--- config.mk ---
export PLATFORM = sky130hd
export DESIGN_NAME = pcm_master
export DESIGN_NICKNAME = d
export VERILOG_FILES = /design/src/rtl/pcm_tick_counter.v /design/src/rtl/pcm_buf2.v /design/src/rtl/pcm_master.v
export VERILOG_INCLUDE_DIRS = /design/src /design/src/rtl
export SDC_FILE = /design/constraint.sdc
export NUM_CORES = 1
export LEC_CHECK = 0
export CORE_AREA = 2 2 126 98
export DETAILED_ROUTE_END_ITERATION = 12
export DIE_AREA = 0 0 128 100
export DONT_BUFFER_PORTS = 1
export GPL_ROUTABILITY_DRIVEN = 0
export PLACE_DENSITY = 0.78
export SLEW_MARGIN = 20
export SYNTH_ARGS = -nofsm -noshare
export SYNTH_HDL_FRONTEND = slang
export SYNTH_SLANG_ARGS = --single-unit
--- constraint.sdc ---
create_clock -name CLK_SYS -period 4.21 [get_ports CLK_SYS]
set_input_delay 0.2105 -clock CLK_SYS [delete_from_list [all_inputs] [get_ports CLK_SYS]]
set_output_delay 0.2105 -clock CLK_SYS [all_outputs]
set_load 0.05 [all_outputs]
--- src/rtl/pcm_master_defines.vh ---
/*
  Constants for the serial audio bus master: format codes, tone numbers,
  rates and the cycle counts derived from them.
  Assumes a system clock of 250 MHz; all cycle counts are in system clock cycles.
*/
`ifndef PCM_MASTER_DEFINES_VH
`define PCM_MASTER_DEFINES_VH

// =====================================================================
// System clock
`define SYS_CLK_HZ        250000000

// =====================================================================
// Audio formats
`define FMT_VOICE         2'h0
`define FMT_STEREO_LOW    2'h1
`define FMT_STEREO_MID    2'h2
`define FMT_STEREO_HIGH   2'h3

// =====================================================================
// Bit clock rates in Hz and half periods in system cycles
`define VOICE_BCLK_HZ     512000
`define LOW_BCLK_HZ       705000
`define MID_BCLK_HZ       1024000
`define HIGH_BCLK_HZ      1400000
`define VOICE_BCLK_HALF   (`SYS_CLK_HZ / (2 * `VOICE_BCLK_HZ))
`define LOW_BCLK_HALF     (`SYS_CLK_HZ / (2 * `LOW_BCLK_HZ))
`define MID_BCLK_HALF     (`SYS_CLK_HZ / (2 * `MID_BCLK_HZ))
`define HIGH_BCLK_HALF    (`SYS_CLK_HZ / (2 * `HIGH_BCLK_HZ))

// =====================================================================
// Frame rates in Hz (low rate in hundredths, high rate in tenths of Hz) and frame periods
`define VOICE_FS_HZ       8000
`define LOW_FS_CHZ        2005000
`define MID_FS_HZ         32000
`define HIGH_FS_DHZ       441000
`define VOICE_FRAME_CYC   (`SYS_CLK_HZ / `VOICE_FS_HZ)
`define LOW_FRAME_CYC     ((`SYS_CLK_HZ / `LOW_FS_CHZ) * 100)
`define MID_FRAME_CYC     (`SYS_CLK_HZ / `MID_FS_HZ)
`define HIGH_FRAME_CYC    ((`SYS_CLK_HZ / `HIGH_FS_DHZ) * 10)

// =====================================================================
// Word layout and frame slots, counted in bit clock periods
`define WORD_BITS         16
`define VOICE_PAD_BITS    3
`define VOICE_FIRST_BIT   6'h01
`define VOICE_LAST_BIT    6'h10
`define STEREO_RIGHT_BIT  6'h10
`define STEREO_END_BIT    6'h20
`define BIT_CNT_MAX       6'h3f

// =====================================================================
// Ring tone numbers per stereo format
`define TONE_HIGH_A       6'h0a
`define TONE_HIGH_B       6'h0b
`define TONE_HIGH_C       6'h27
`define TONE_HIGH_D       6'h2f
`define TONE_MID_A        6'h30
`define TONE_MID_B        6'h31
`define TONE_LOW_A_FIRST  6'h0c
`define TONE_LOW_A_LAST   6'h26
`define TONE_LOW_B_FIRST  6'h28
`define TONE_LOW_B_LAST   6'h2e

`endif

--- src/rtl/pcm_tick_counter.v ---
/*
  Down counter that gives a one-cycle tick every LOAD system cycles.
  Assumes LOAD is at least 2; a new LOAD takes effect at the next wrap.
*/
`timescale 1ns/1ps

module pcm_tick_counter
(
  // Clock and reset
  input  wire        clk,
  input  wire        rst_n,
  // Period in cycles
  input  wire [15:0] load,
  // One-cycle tick
  output reg         tick
);

  reg [15:0] cnt_r;

  always @(posedge clk or negedge rst_n)
  begin
    if (!rst_n)
    begin
      cnt_r <= 16'h0000;
      tick  <= 1'b0;
    end
    else if (cnt_r == 16'h0000)
    begin
      cnt_r <= load - 16'h0001;
      tick  <= 1'b1;
    end
    else
    begin
      cnt_r <= cnt_r - 16'h0001;
      tick  <= 1'b0;
    end
  end

endmodule // pcm_tick_counter

--- src/rtl/pcm_buf2.v ---
/*
  Two-entry first-in first-out buffer with valid and ready on both sides.
  Assumes both sides on the same clock; in_ready is registered.
*/
`timescale 1ns/1ps

module pcm_buf2
#(
  parameter WIDTH = 16
)
(
  // Clock and reset
  input  wire             clk,
  input  wire             rst_n,
  // Filling side
  input  wire [WIDTH-1:0] in_data,
  input  wire             in_valid,
  output reg              in_ready,
  // Draining side
  output wire [WIDTH-1:0] out_data,
  output wire             out_valid,
  input  wire             out_ready
);

  reg [WIDTH-1:0] slot0_r;
  reg [WIDTH-1:0] slot1_r;
  reg [1:0]       count_r;
  reg [1:0]       count_nxt;
  wire            push;
  wire            pop;

  assign push      = in_valid & in_ready;
  assign pop       = out_ready & (count_r != 2'h0);
  assign out_valid = (count_r != 2'h0);
  assign out_data  = slot0_r;

  always @*
  begin
    count_nxt = count_r;
    if (push & ~pop)
      count_nxt = count_r + 2'h1;
    else if (pop & ~push)
      count_nxt = count_r - 2'h1;
  end

  always @(posedge clk or negedge rst_n)
  begin
    if (!rst_n)
    begin
      slot0_r  <= {WIDTH{1'b0}};
      slot1_r  <= {WIDTH{1'b0}};
      count_r  <= 2'h0;
      in_ready <= 1'b0;
    end
    else
    begin
      count_r  <= count_nxt;
      in_ready <= (count_nxt != 2'h2);
      if (pop)
        slot0_r <= (count_r == 2'h2) ? slot1_r : in_data;
      else if (push & (count_r == 2'h0))
        slot0_r <= in_data;
      if (push & ((count_r == 2'h1 & ~pop) | (count_r == 2'h2)))
        slot1_r <= in_data;
    end
  end

endmodule // pcm_buf2

--- src/rtl/pcm_master.v ---
/*
  Serial audio bus master: drives bit clock, frame sync and serial data out,
  receives serial data in. Voiceband and three stereo ring-tone formats.
  Assumes DIGITAL_SEL and RING_* come from logic on CLK_SYS; SDIN is a pin.
*/
// Contract
// - Device is bus master; it drives bit clock and frame sync.
// - Samples are two's complement linear values both ways.
// - Bus has bit clock out, frame sync out, data out, data in.
// - After power up path is analog; bus toggles; application stays unconnected.
// - Clock and frame rates follow the format currently being sounded.
// - Voiceband runs a 512 kHz bit clock and 8 kHz frame sync.
// - Voiceband word is 13 data bits plus 3 zero bits.
// - Voiceband sync lasts one bit period; then 16 bits both ways.
// - Voiceband frame every 125 us; data idle after the 16 bits.
// - Both data lines preferably high impedance while idle.
// - Bit clock and frame sync toggle continuously, idle time included.
// - Gain settings are not applied while the digital path is selected.
// - Voiceband carries speech and mono tones 6 to 9, default 7.
// - Stereo low tones 12-38, 40-46: 705 kHz clock, 20.05 kHz frames.
// - Stereo mid tones 48, 49: 1024 kHz clock, 32 kHz frames.
// - Stereo high tones 10, 11, 39, 47: 1.4 MHz clock, 44.1 kHz frames.
// - Stereo sends 16-bit words, word-wide sync, ignores data input.
`timescale 1ns/1ps
`include "pcm_master_defines.vh"

module pcm_master
#(
  parameter VOICE_FRAME = `VOICE_FRAME_CYC,
  parameter LOW_FRAME   = `LOW_FRAME_CYC,
  parameter MID_FRAME   = `MID_FRAME_CYC,
  parameter HIGH_FRAME  = `HIGH_FRAME_CYC
)
(
  // Clock and reset
  input  wire        CLK_SYS,
  input  wire        NRST,
  // Path and tone control
  input  wire        DIGITAL_SEL,
  input  wire        RING_ACTIVE,
  input  wire [5:0]  RING_TONE,
  // Samples toward the bus
  input  wire [15:0] TX_DATA,
  input  wire        TX_VALID,
  output wire        TX_READY,
  // Samples from the bus
  output reg  [15:0] RX_DATA,
  output reg         RX_VALID,
  // Status
  output reg         PATH_DIGITAL,
  output reg         GAIN_EN,
  output reg  [1:0]  FRAME_MODE,
  // Bus pins
  output reg         BCLK,
  output reg         FRAME_SYNC,
  output reg         SDOUT,
  output reg         SDOUT_OE,
  input  wire        SDIN
);

  // ===================================================================
  // Format selection from the tone being sounded
  reg [1:0] mode_req;

  always @*
  begin
    mode_req = `FMT_VOICE;
    if (RING_ACTIVE)
    begin
      if (RING_TONE == `TONE_HIGH_A || RING_TONE == `TONE_HIGH_B ||
          RING_TONE == `TONE_HIGH_C || RING_TONE == `TONE_HIGH_D)
        mode_req = `FMT_STEREO_HIGH;
      else if (RING_TONE == `TONE_MID_A || RING_TONE == `TONE_MID_B)
        mode_req = `FMT_STEREO_MID;
      else if ((RING_TONE >= `TONE_LOW_A_FIRST && RING_TONE <= `TONE_LOW_A_LAST) ||
               (RING_TONE >= `TONE_LOW_B_FIRST && RING_TONE <= `TONE_LOW_B_LAST))
        mode_req = `FMT_STEREO_LOW;
    end
  end

  // ===================================================================
  // Rate selection
  reg [1:0]  mode_r;
  reg [15:0] half_load;
  reg [15:0] frame_load;
  wire [31:0] voice_half_w;
  wire [31:0] low_half_w;
  wire [31:0] mid_half_w;
  wire [31:0] high_half_w;

  // Half periods are small; the upper bits are cut on purpose
  assign voice_half_w = `VOICE_BCLK_HALF;
  assign low_half_w   = `LOW_BCLK_HALF;
  assign mid_half_w   = `MID_BCLK_HALF;
  assign high_half_w  = `HIGH_BCLK_HALF;

  always @*
  begin
    case (mode_r)
      `FMT_STEREO_LOW:  half_load = low_half_w[15:0];
      `FMT_STEREO_MID:  half_load = mid_half_w[15:0];
      `FMT_STEREO_HIGH: half_load = high_half_w[15:0];
      default:          half_load = voice_half_w[15:0];
    endcase
    case (mode_req)
      `FMT_STEREO_LOW:  frame_load = LOW_FRAME[15:0];
      `FMT_STEREO_MID:  frame_load = MID_FRAME[15:0];
      `FMT_STEREO_HIGH: frame_load = HIGH_FRAME[15:0];
      default:          frame_load = VOICE_FRAME[15:0];
    endcase
  end

  wire half_tick;
  wire frame_tick;

  pcm_tick_counter u_half
  (
    .clk   (CLK_SYS),
    .rst_n (NRST),
    .load  (half_load),
    .tick  (half_tick)
  );

  pcm_tick_counter u_frame
  (
    .clk   (CLK_SYS),
    .rst_n (NRST),
    .load  (frame_load),
    .tick  (frame_tick)
  );

  // ===================================================================
  // Transmit buffer
  wire [15:0] buf_data;
  wire        buf_valid;
  wire        buf_pop;

  pcm_buf2 #(.WIDTH(`WORD_BITS)) u_txbuf
  (
    .clk       (CLK_SYS),
    .rst_n     (NRST),
    .in_data   (TX_DATA),
    .in_valid  (TX_VALID),
    .in_ready  (TX_READY),
    .out_data  (buf_data),
    .out_valid (buf_valid),
    .out_ready (buf_pop)
  );

  // ===================================================================
  // Input synchroniser
  reg sdin_m_r;
  reg sdin_s_r;

  always @(posedge CLK_SYS or negedge NRST)
  begin
    if (!NRST)
    begin
      sdin_m_r <= 1'b0;
      sdin_s_r <= 1'b0;
    end
    else
    begin
      sdin_m_r <= SDIN;
      sdin_s_r <= sdin_m_r;
    end
  end

  // ===================================================================
  // Frame and bit sequencing
  reg        frame_pend_r;
  reg [5:0]  bit_cnt_r;
  reg [5:0]  bit_cnt_nxt;
  reg [15:0] tx_sh_r;
  reg [15:0] tx_sh_nxt;
  reg [15:0] rx_sh_r;
  reg        digital_r;
  reg        load_word;
  reg        drive_nxt;
  reg        sync_nxt;
  reg        digital_nxt;
  reg [1:0]  mode_nxt;
  reg [15:0] word_in;
  wire       rise;
  wire       fall;
  wire       stereo_nxt;

  assign rise       = half_tick & ~BCLK;
  assign fall       = half_tick & BCLK;
  assign stereo_nxt = (mode_nxt != `FMT_VOICE);

  always @*
  begin
    bit_cnt_nxt = bit_cnt_r;
    mode_nxt    = mode_r;
    digital_nxt = digital_r;
    if (frame_pend_r)
    begin
      bit_cnt_nxt = 6'h00;
      mode_nxt    = mode_req;
      digital_nxt = DIGITAL_SEL;
    end
    else if (bit_cnt_r != `BIT_CNT_MAX)
      bit_cnt_nxt = bit_cnt_r + 6'h01;
  end

  always @*
  begin
    if (stereo_nxt)
    begin
      sync_nxt  = (bit_cnt_nxt < `STEREO_RIGHT_BIT);
      drive_nxt = (bit_cnt_nxt < `STEREO_END_BIT);
      load_word = (bit_cnt_nxt == 6'h00) | (bit_cnt_nxt == `STEREO_RIGHT_BIT);
    end
    else
    begin
      sync_nxt  = (bit_cnt_nxt == 6'h00);
      drive_nxt = (bit_cnt_nxt >= `VOICE_FIRST_BIT) && (bit_cnt_nxt <= `VOICE_LAST_BIT);
      load_word = (bit_cnt_nxt == `VOICE_FIRST_BIT);
    end
    word_in = buf_valid ? buf_data : 16'h0000;
    if (!stereo_nxt)
      word_in = {word_in[15:`VOICE_PAD_BITS], 3'h0};
    tx_sh_nxt = load_word ? word_in : {tx_sh_r[14:0], 1'b0};
  end

  assign buf_pop = rise & load_word & digital_nxt & buf_valid;

  always @(posedge CLK_SYS or negedge NRST)
  begin
    if (!NRST)
    begin
      frame_pend_r <= 1'b0;
      bit_cnt_r    <= `BIT_CNT_MAX;
      mode_r       <= `FMT_VOICE;
      digital_r    <= 1'b0;
      tx_sh_r      <= 16'h0000;
      rx_sh_r      <= 16'h0000;
      BCLK         <= 1'b0;
      FRAME_SYNC   <= 1'b0;
      SDOUT        <= 1'b0;
      SDOUT_OE     <= 1'b0;
      RX_DATA      <= 16'h0000;
      RX_VALID     <= 1'b0;
      PATH_DIGITAL <= 1'b0;
      GAIN_EN      <= 1'b1;
      FRAME_MODE   <= `FMT_VOICE;
    end
    else
    begin
      frame_pend_r <= frame_tick | (frame_pend_r & ~rise);
      RX_VALID     <= 1'b0;
      if (half_tick)
        BCLK <= ~BCLK;
      if (rise)
      begin
        bit_cnt_r    <= bit_cnt_nxt;
        mode_r       <= mode_nxt;
        digital_r    <= digital_nxt;
        tx_sh_r      <= tx_sh_nxt;
        FRAME_SYNC   <= sync_nxt;
        SDOUT        <= digital_nxt & drive_nxt & tx_sh_nxt[15];
        SDOUT_OE     <= digital_nxt & drive_nxt & (DIGITAL_SEL == digital_nxt);
        PATH_DIGITAL <= digital_nxt;
        GAIN_EN      <= ~digital_nxt;
        FRAME_MODE   <= mode_nxt;
      end
      if (fall && digital_r && mode_r == `FMT_VOICE &&
          bit_cnt_r >= `VOICE_FIRST_BIT && bit_cnt_r <= `VOICE_LAST_BIT)
      begin
        rx_sh_r <= {rx_sh_r[14:0], sdin_s_r};
        if (bit_cnt_r == `VOICE_LAST_BIT)
        begin
          RX_DATA  <= {rx_sh_r[14:`VOICE_PAD_BITS-1], 3'h0};
          RX_VALID <= 1'b1;
        end
      end
    end
  end

endmodule // pcm_master

==> impl_results.md, run 1 <==
- Pin count of the biggest net entering global routing: 131
- WP data required: 4.51 ns
- Hold/Removal Path Class: in -> reg
- Die Wd: 128 µm
- Rel. slew slack: 0.3187
- Synth Register Bits: 130
- Total CTS buffers: 17
- Vias in the first global route: 4516
- Post-layout min period: 3.335 ns
- Average cell area after synthesis: 10.61 µm²
- Synth cell types: 59
- Share of the yosys chip area belonging to registers: 0.5239
- Top-level I/O count: 54
- Share of cells above drive strength 1: 0.1667
- Hold path depth: 3
- Hold Fails Final Rpt: 0
- Max Cap Viol: 0
- RSZ-0062 raised after global routing: no
- Port Buffers: 0
- Via count: 4501
- Worst Tran Pin Value: 1.022 ns
- Crit end category: register
- DRT Wirelength: 12.69 mm
- Setup TNS: 0 ns
- Worst-path clk slew: 0.06 ns
- Worst-path maximum fanout: 21
- DR pass1 iterations: 5
- Fin cells: 760
- CTS sink count: 130
- Slew Limit Fails: 0
- Placed cells: 707
- DR iter-0 viols: 317
- Worst Setup Path Type: reg -> reg
- Setup crit start kind: register
- Peak Freq: 0.2998 GHz
- DR WL/cell: 16.70 µm
- Cell Rows: 35
- Final setup viols: 0
- Post-CTS Setup Inserts: 0
- Worst slack at placement: 0.8407 ns
- Post-Syn Instances: 587
- Initial Util: 0.5305
- Via/cell ratio: 5.922
- Layout Skew: 0.01089 ns
- N_diodes: 0
- Placed Instance Area: 0.006281 mm²
- Post-synth EDFFs: 0
- Worst reg2reg path depth: 9
- Clock Tree Buf Depth: 2
- CTS tree: done
- DR DRC count: 0
- Total die area: 0.01280 mm²
- Worst skew pair latency: 0.42 ns
- Area of the mapped netlist: 0.006226 mm²
- Core area: 0.01174 mm²
- Worst Path Arrival: 3.64 ns
- Final worst path period share: 0.7922
- Fin nets: 637
- Final worst setup slack: 0.8750 ns
- Primary FF master, synth: dfrtp_1
- Synth async-reset ratio: 1.000
- Post-DRT Antenna Nets: 0
- H-tree depth: 4
- Final Cell Area: 0.007134 mm²
- Clock root buffer: clkbuf_16
- Initial antenna violation count: 0
- Tot GR Track Use: 0.2118
- Status: complete, no violations
- Post-layout util: 0.6079
- First-pass GRT wire length: 21.56 mm
- Post-DP HPWL: 8.346 mm
- Power per cell area: 531.2 mW/mm²
- P&R area growth vs syn: 14.59%
- Die height: 100 µm
- Lkg Pwr: 0.003146 µW
- Ys Warns: 0
- Grt ovf: 0
- Worst VDD drop: 489.1 µV
==> sequential cells by signal (all words and copies together) (netlist names), 2 cells and up <==
| signal | cells |
|---|---|
| RX_DATA | 13 |
| u_half.cnt_r | 16 |
| mode_r | 2 |
| u_txbuf.slot1_r | 16 |
| u_frame.cnt_r | 16 |
| u_txbuf.count_r | 2 |
| u_txbuf.out_data | 16 |
| rx_sh_r | 15 |
| bit_cnt_r | 6 |
| tx_sh_r | 15 |
==> cells in the final DEF, fill, tap and decap left out, drive strengths merged, types with 4 or more instances in the layout <==
cell and n:
dfrtp 123, nand2b 6, ha 10, clkbuf 17, inv 26, o211ai 16
nand3 9, a21o 8, nor3 13, nand4b 12, nor2 36, a211oi 4
o21ai 13, buf 5, mux2i 7, dlygate4sd3 20, dfstp 7, xnor2 13
nand2 100, a21oi 17, or3 24, o221a 16, nand4 5, and3 4
mux2 33, o31ai 7, a31oi 7, xor2 8, nor4 5
==> report_power, final <==
part           switching (µW)  leakage, µW  internal, µW
clock network             583     0.000302           950
logic                     275      0.00131           361
registers                 165      0.00153          1460
==> synthesized netlist by cell type, drive strengths merged, types with 12 or more instances <==
cell | instances | share of area
nand4b | 12 | 0.017
or3 | 24 | 0.024
nor2 | 36 | 0.022
buf | 12 | 0.015
o221a | 16 | 0.029
a21oi | 17 | 0.014
nor3 | 13 | 0.010
inv | 18 | 0.011
xnor2 | 13 | 0.018
o211ai | 16 | 0.019
o21ai | 13 | 0.010
mux2 | 33 | 0.064
dfrtp | 123 | 0.49
nand2 | 100 | 0.061
clkbuf | 22 | 0.013
==> worst paths after layout <==
kind / end / slack [ns] / startpoint
worst max register to register: u_txbuf.slot1_r[7] / 0.87 / bit_cnt_r[0]
worst max-delay path: u_txbuf.slot1_r[7] / 0.87 / bit_cnt_r[0]
max in group asynchronous: u_txbuf.slot1_r[2] / 3.29 / NRST
worst min-delay path: GAIN_EN / 0.02 / DIGITAL_SEL
min in group asynchronous: tx_sh_r[13] / 0.51 / NRST
worst min register to register: sdin_s_r / 0.37 / sdin_m_r
==> per-layer routing <==
layer  up-vias  track usage  routed length, µm  part of all wire
li1       2115            -                  -                 -
met1      2217       0.2745               5698              0.45
met2       145       0.3484               6158              0.49
met3        24      0.05277                591             0.047
met4         0      0.07861                242             0.019
met5         -            0                  0                 0
==> logic make-up after synthesis <==
logic type | after synthesis | synth area share
adders and majority gates | 10 | 0.02010
buffers and inverters | 52 | 0.03959
xor gates and xnor gates | 21 | 0.03256
AOI/OAI and AO/OA | 101 | 0.1210
and+or+nand+nor | 232 | 0.1871
other | 1 | 0.0006023
muxes | 40 | 0.07516
DFF | 130 | 0.5239
==> worst max-delay path, stage by stage, from the launching register on <==
cell	delay, ns
dfstp_2	0.62
inv_1	0.12
ha_1	0.38
a21oi_1	0.06
a41oi_1	0.25
o31a_1	0.29
nor4_4	0.07
buf_4	0.22
o22ai_2	0.77
mux2_2	0.43
==> repair_timing <==
| action | 4_1_cts | 5_1_grt |
|---|---|---|
| hold buffers | 20 | 1 |
| endpoints found under the hold margin | 164 | 1 |
| gates resized for setup | 0 | 0 |
==> stage by stage <==
stage               hold WS [ns]  power, µW
floorplan               -0.08509       2087
global placement        -0.08010       2171
detailed placement      -0.07956       2213
CTS                     0.003409       3808
global route             0.02745       3965
finish                   0.01845       3790
==> area by class of cell <==
| cell class | count | area [µm²] |
|---|---|---|
| tap | 148 | 185.2 |
| multi-input combinational | 407 | 2740 |
| clock buffer | 17 | 425.4 |
| timing repair buffer | 25 | 257.7 |
| inverter | 18 | 67.56 |
| fill | 939 | 4602 |
| sequential | 130 | 3262 |
| clock inverter | 15 | 196.4 |
Power figures use the tool's default switching activity.
==> run 2, diff against run 1 <==
PLACE_DENSITY = 0.81   (was 0.78)
clock period = 3 ns   (was 4.21 ns; I/O delays follow)
==> run 2 against run 1 <==
Compared with the run above:
- the flow now finishes with violations (negative hold slack)
- setup slack worse by 0.74 ns
- cell area increased by 1.7%
- global-route usage grew 0.67 points
- via count grew 2.6%
- register-to-register slack got worse by 0.74 ns
- sequential power increased by 40%
- hold slack got worse by 0.59 ns
- die area unchanged
- combinational power rose by 37%
- routed wire length is 2.5% higher
- sequential share of layout area down 0.76 points
- non-clock buffer count increased by 21
==> impl_results.md, run 2 (synthesis gave the netlist of run 1 again) <==
- Clock root buffer: clkbuf_16 (unchanged)
- Setup crit start kind: register (unchanged)
- Setup TNS: 0 ns (unchanged)
- DR pass1 iterations: 5 (unchanged)
- Placed Instance Area: 0.006412 mm² (was 0.006281 mm²)
- Cell Rows: 35 (unchanged)
- Grt ovf: 0 (unchanged)
- Hold/Removal Path Class: in -> async (was in -> reg)
- Worst Setup Path Type: reg -> reg (unchanged)
- Hold-fix buffers, CTS: 18 (was 20)
- CTS tree: done (unchanged)
- DRT Wirelength: 13.00 mm (was 12.69 mm)
- H-tree depth: 4 (unchanged)
- Failing checks: negative hold slack
- Final Cell Area: 0.007254 mm² (was 0.007134 mm²)
- DR iter-0 viols: 333 (was 317)
- N_diodes: 0 (unchanged)
- Via/cell ratio: 5.912 (was 5.922)
- Max Cap Viol: 0 (unchanged)
- WP data required: 3.34 ns (was 4.51 ns)
- Port Buffers: 0 (unchanged)
- WHS: -0.5692 ns (was 0.01845 ns)
- Die height: 100 µm (unchanged)
- Hold Fails Final Rpt: 130 (was 0)
- Post-DP HPWL: 8.409 mm (was 8.346 mm)
- Final setup viols: 0 (unchanged)
- DR WL/cell: 16.65 µm (was 16.70 µm)
- Critical path cell sequence: nor3_1, and3_1, nand2_1, inv_1, a31oi_1, ha_1, nand3b_1, a2111oi_0, buf_4, o211ai_1, nor4_1, mux2i_1 (was inv_1, ha_1, a21oi_1, a41oi_1, o31a_1, nor4_4, buf_4, o22ai_2, mux2_2)
- Via count: 4617 (was 4501)
- Vias in the first global route: 4605 (was 4516)
- Lkg Pwr: 0.003236 µW (was 0.003146 µW)
- P&R area growth vs syn: 16.52% (was 14.59%)
- Total chip power: 5231 µW (was 3790 µW)
- Die Wd: 128 µm (unchanged)
- Worst Tran Pin Value: 0.8053 ns (was 1.022 ns)
- RSZ-0062 raised after global routing: no (unchanged)
- Crit end category: register (unchanged)
- Worst VDD drop: 444.1 µV (was 489.1 µV)
- Total CTS buffers: 17 (unchanged)
- Post-layout min period: 2.863 ns (was 3.335 ns)
- Critical-path top delay cell: dfrtp_1 (was o22ai_2)
- Pin count of the biggest net entering global routing: 131 (unchanged)
- Core area: 0.01174 mm² (unchanged)
- Tot GR Track Use: 0.2185 (was 0.2118)
- Post-layout util: 0.6181 (was 0.6079)
- Largest stage delay, worst path: 0.42 ns (was 0.77 ns)
- First-pass GRT wire length: 22.20 mm (was 21.56 mm)
- Top-level I/O count: 54 (unchanged)
- Layout Skew: 0.009340 ns (was 0.01089 ns)
- Rel. slew slack: 0.4631 (was 0.3187)
- Fin nets: 658 (was 637)
- Commonest cells after routing, fill and taps aside: 123 x dfrtp_1, 99 x nand2_1, 36 x nor2_1, 26 x mux2_2, 26 x buf_4 (was 123 x dfrtp_1, 99 x nand2_1, 36 x nor2_1, 26 x mux2_2, 24 x or3_1)
- DR DRC count: 0 (unchanged)
- Final worst path period share: 0.9544 (was 0.7922)
- Clock Tree Buf Depth: 2 (unchanged)
- Worst Path Arrival: 3.20 ns (was 3.64 ns)
- Post-DRT Antenna Nets: 0 (unchanged)
- Peak Freq: 0.3493 GHz (was 0.2998 GHz)
- Initial Util: 0.5305 (unchanged)
- Power per cell area: 721.1 mW/mm² (was 531.2 mW/mm²)
- Worst skew pair latency: 0.41 ns (was 0.42 ns)
- Initial antenna violation count: 0 (unchanged)
- Worst-path maximum fanout: 5 (was 21)
- CTS sink count: 130 (unchanged)
- Share of cells above drive strength 1: 0.1991 (was 0.1667)
- Worst-path clk slew: 0.06 ns (about the same)
- Total die area: 0.01280 mm² (unchanged)
- Status: finished, violations left (was complete, no violations)
- Slew Limit Fails: 0 (unchanged)
- Commonest non-fill, non-tap cell in the layout: dfrtp_1 (unchanged)
-- run 2: stage by stage --
| step | std cells | worst slack [ns] |
|---|---|---|
| after floorplan | 589 | 0.1602 |
| after global placement | 724 | 0.02230 |
| after CTS | 774 | 0.09554 |
| after global routing | 781 | 0.0009972 |
| final | 781 | 0.1368 |
| after detailed placement | 724 | 0.08859 |
-- run 2: final timing paths --
path                       slack [ns]           endpoint  cells after the start             start
min                             -0.57    u_half.cnt_r[4]                      0              NRST
max reg2reg                      0.14  u_frame.cnt_r[14]                     12  u_frame.cnt_r[2]
max                              0.14  u_frame.cnt_r[14]                     12  u_frame.cnt_r[2]
min reg2reg                      0.35           sdin_s_r                      0          sdin_m_r
max in group asynchronous        3.35       bit_cnt_r[0]                      0              NRST
min in group CLK_SYS             0.02   u_frame.cnt_r[3]                      3      RING_TONE[4]
-- run 2: what timing repair did --
action / in CTS / in global routing
gates resized for setup: 0 / 2
endpoints found under the setup margin: 0 / 16
buffers inserted: 0 / 6
endpoints found under the hold margin: 166 / 130
-- run 2: critical path: cells and delay by family (launching register included) --
kind	cells	cell delay, ns
and+or+nand+nor	5	0.92
buffers and inverters	2	0.25
adders and majority gates	1	0.23
muxes	1	0.24
AOI/OAI and AO/OA	3	0.72
DFF	1	0.42
-- run 2: layout make-up --
type | instances | area, µm²
clock inverters | 13 | 150.1
inverters | 18 | 67.56
well taps | 148 | 185.2
multi-input cells | 407 | 2745
fillers | 898 | 4482
flip-flops and latches | 130 | 3262
repair buffers | 46 | 391.6
clock buffers | 19 | 452.9
-- run 2: layer usage --
layer	track usage	share of wire	up-vias
met1	0.2771	0.44	2298
met2	0.3673	0.49	140
li1	-	-	2157
met4	0.07861	0.016	0
met3	0.05490	0.052	22
met5	0	0	-
-- run 2: power breakdown --
part | internal (µW) | switching, µW
clock | 1280 | 801
combinational | 513 | 361
sequential | 2040 | 232
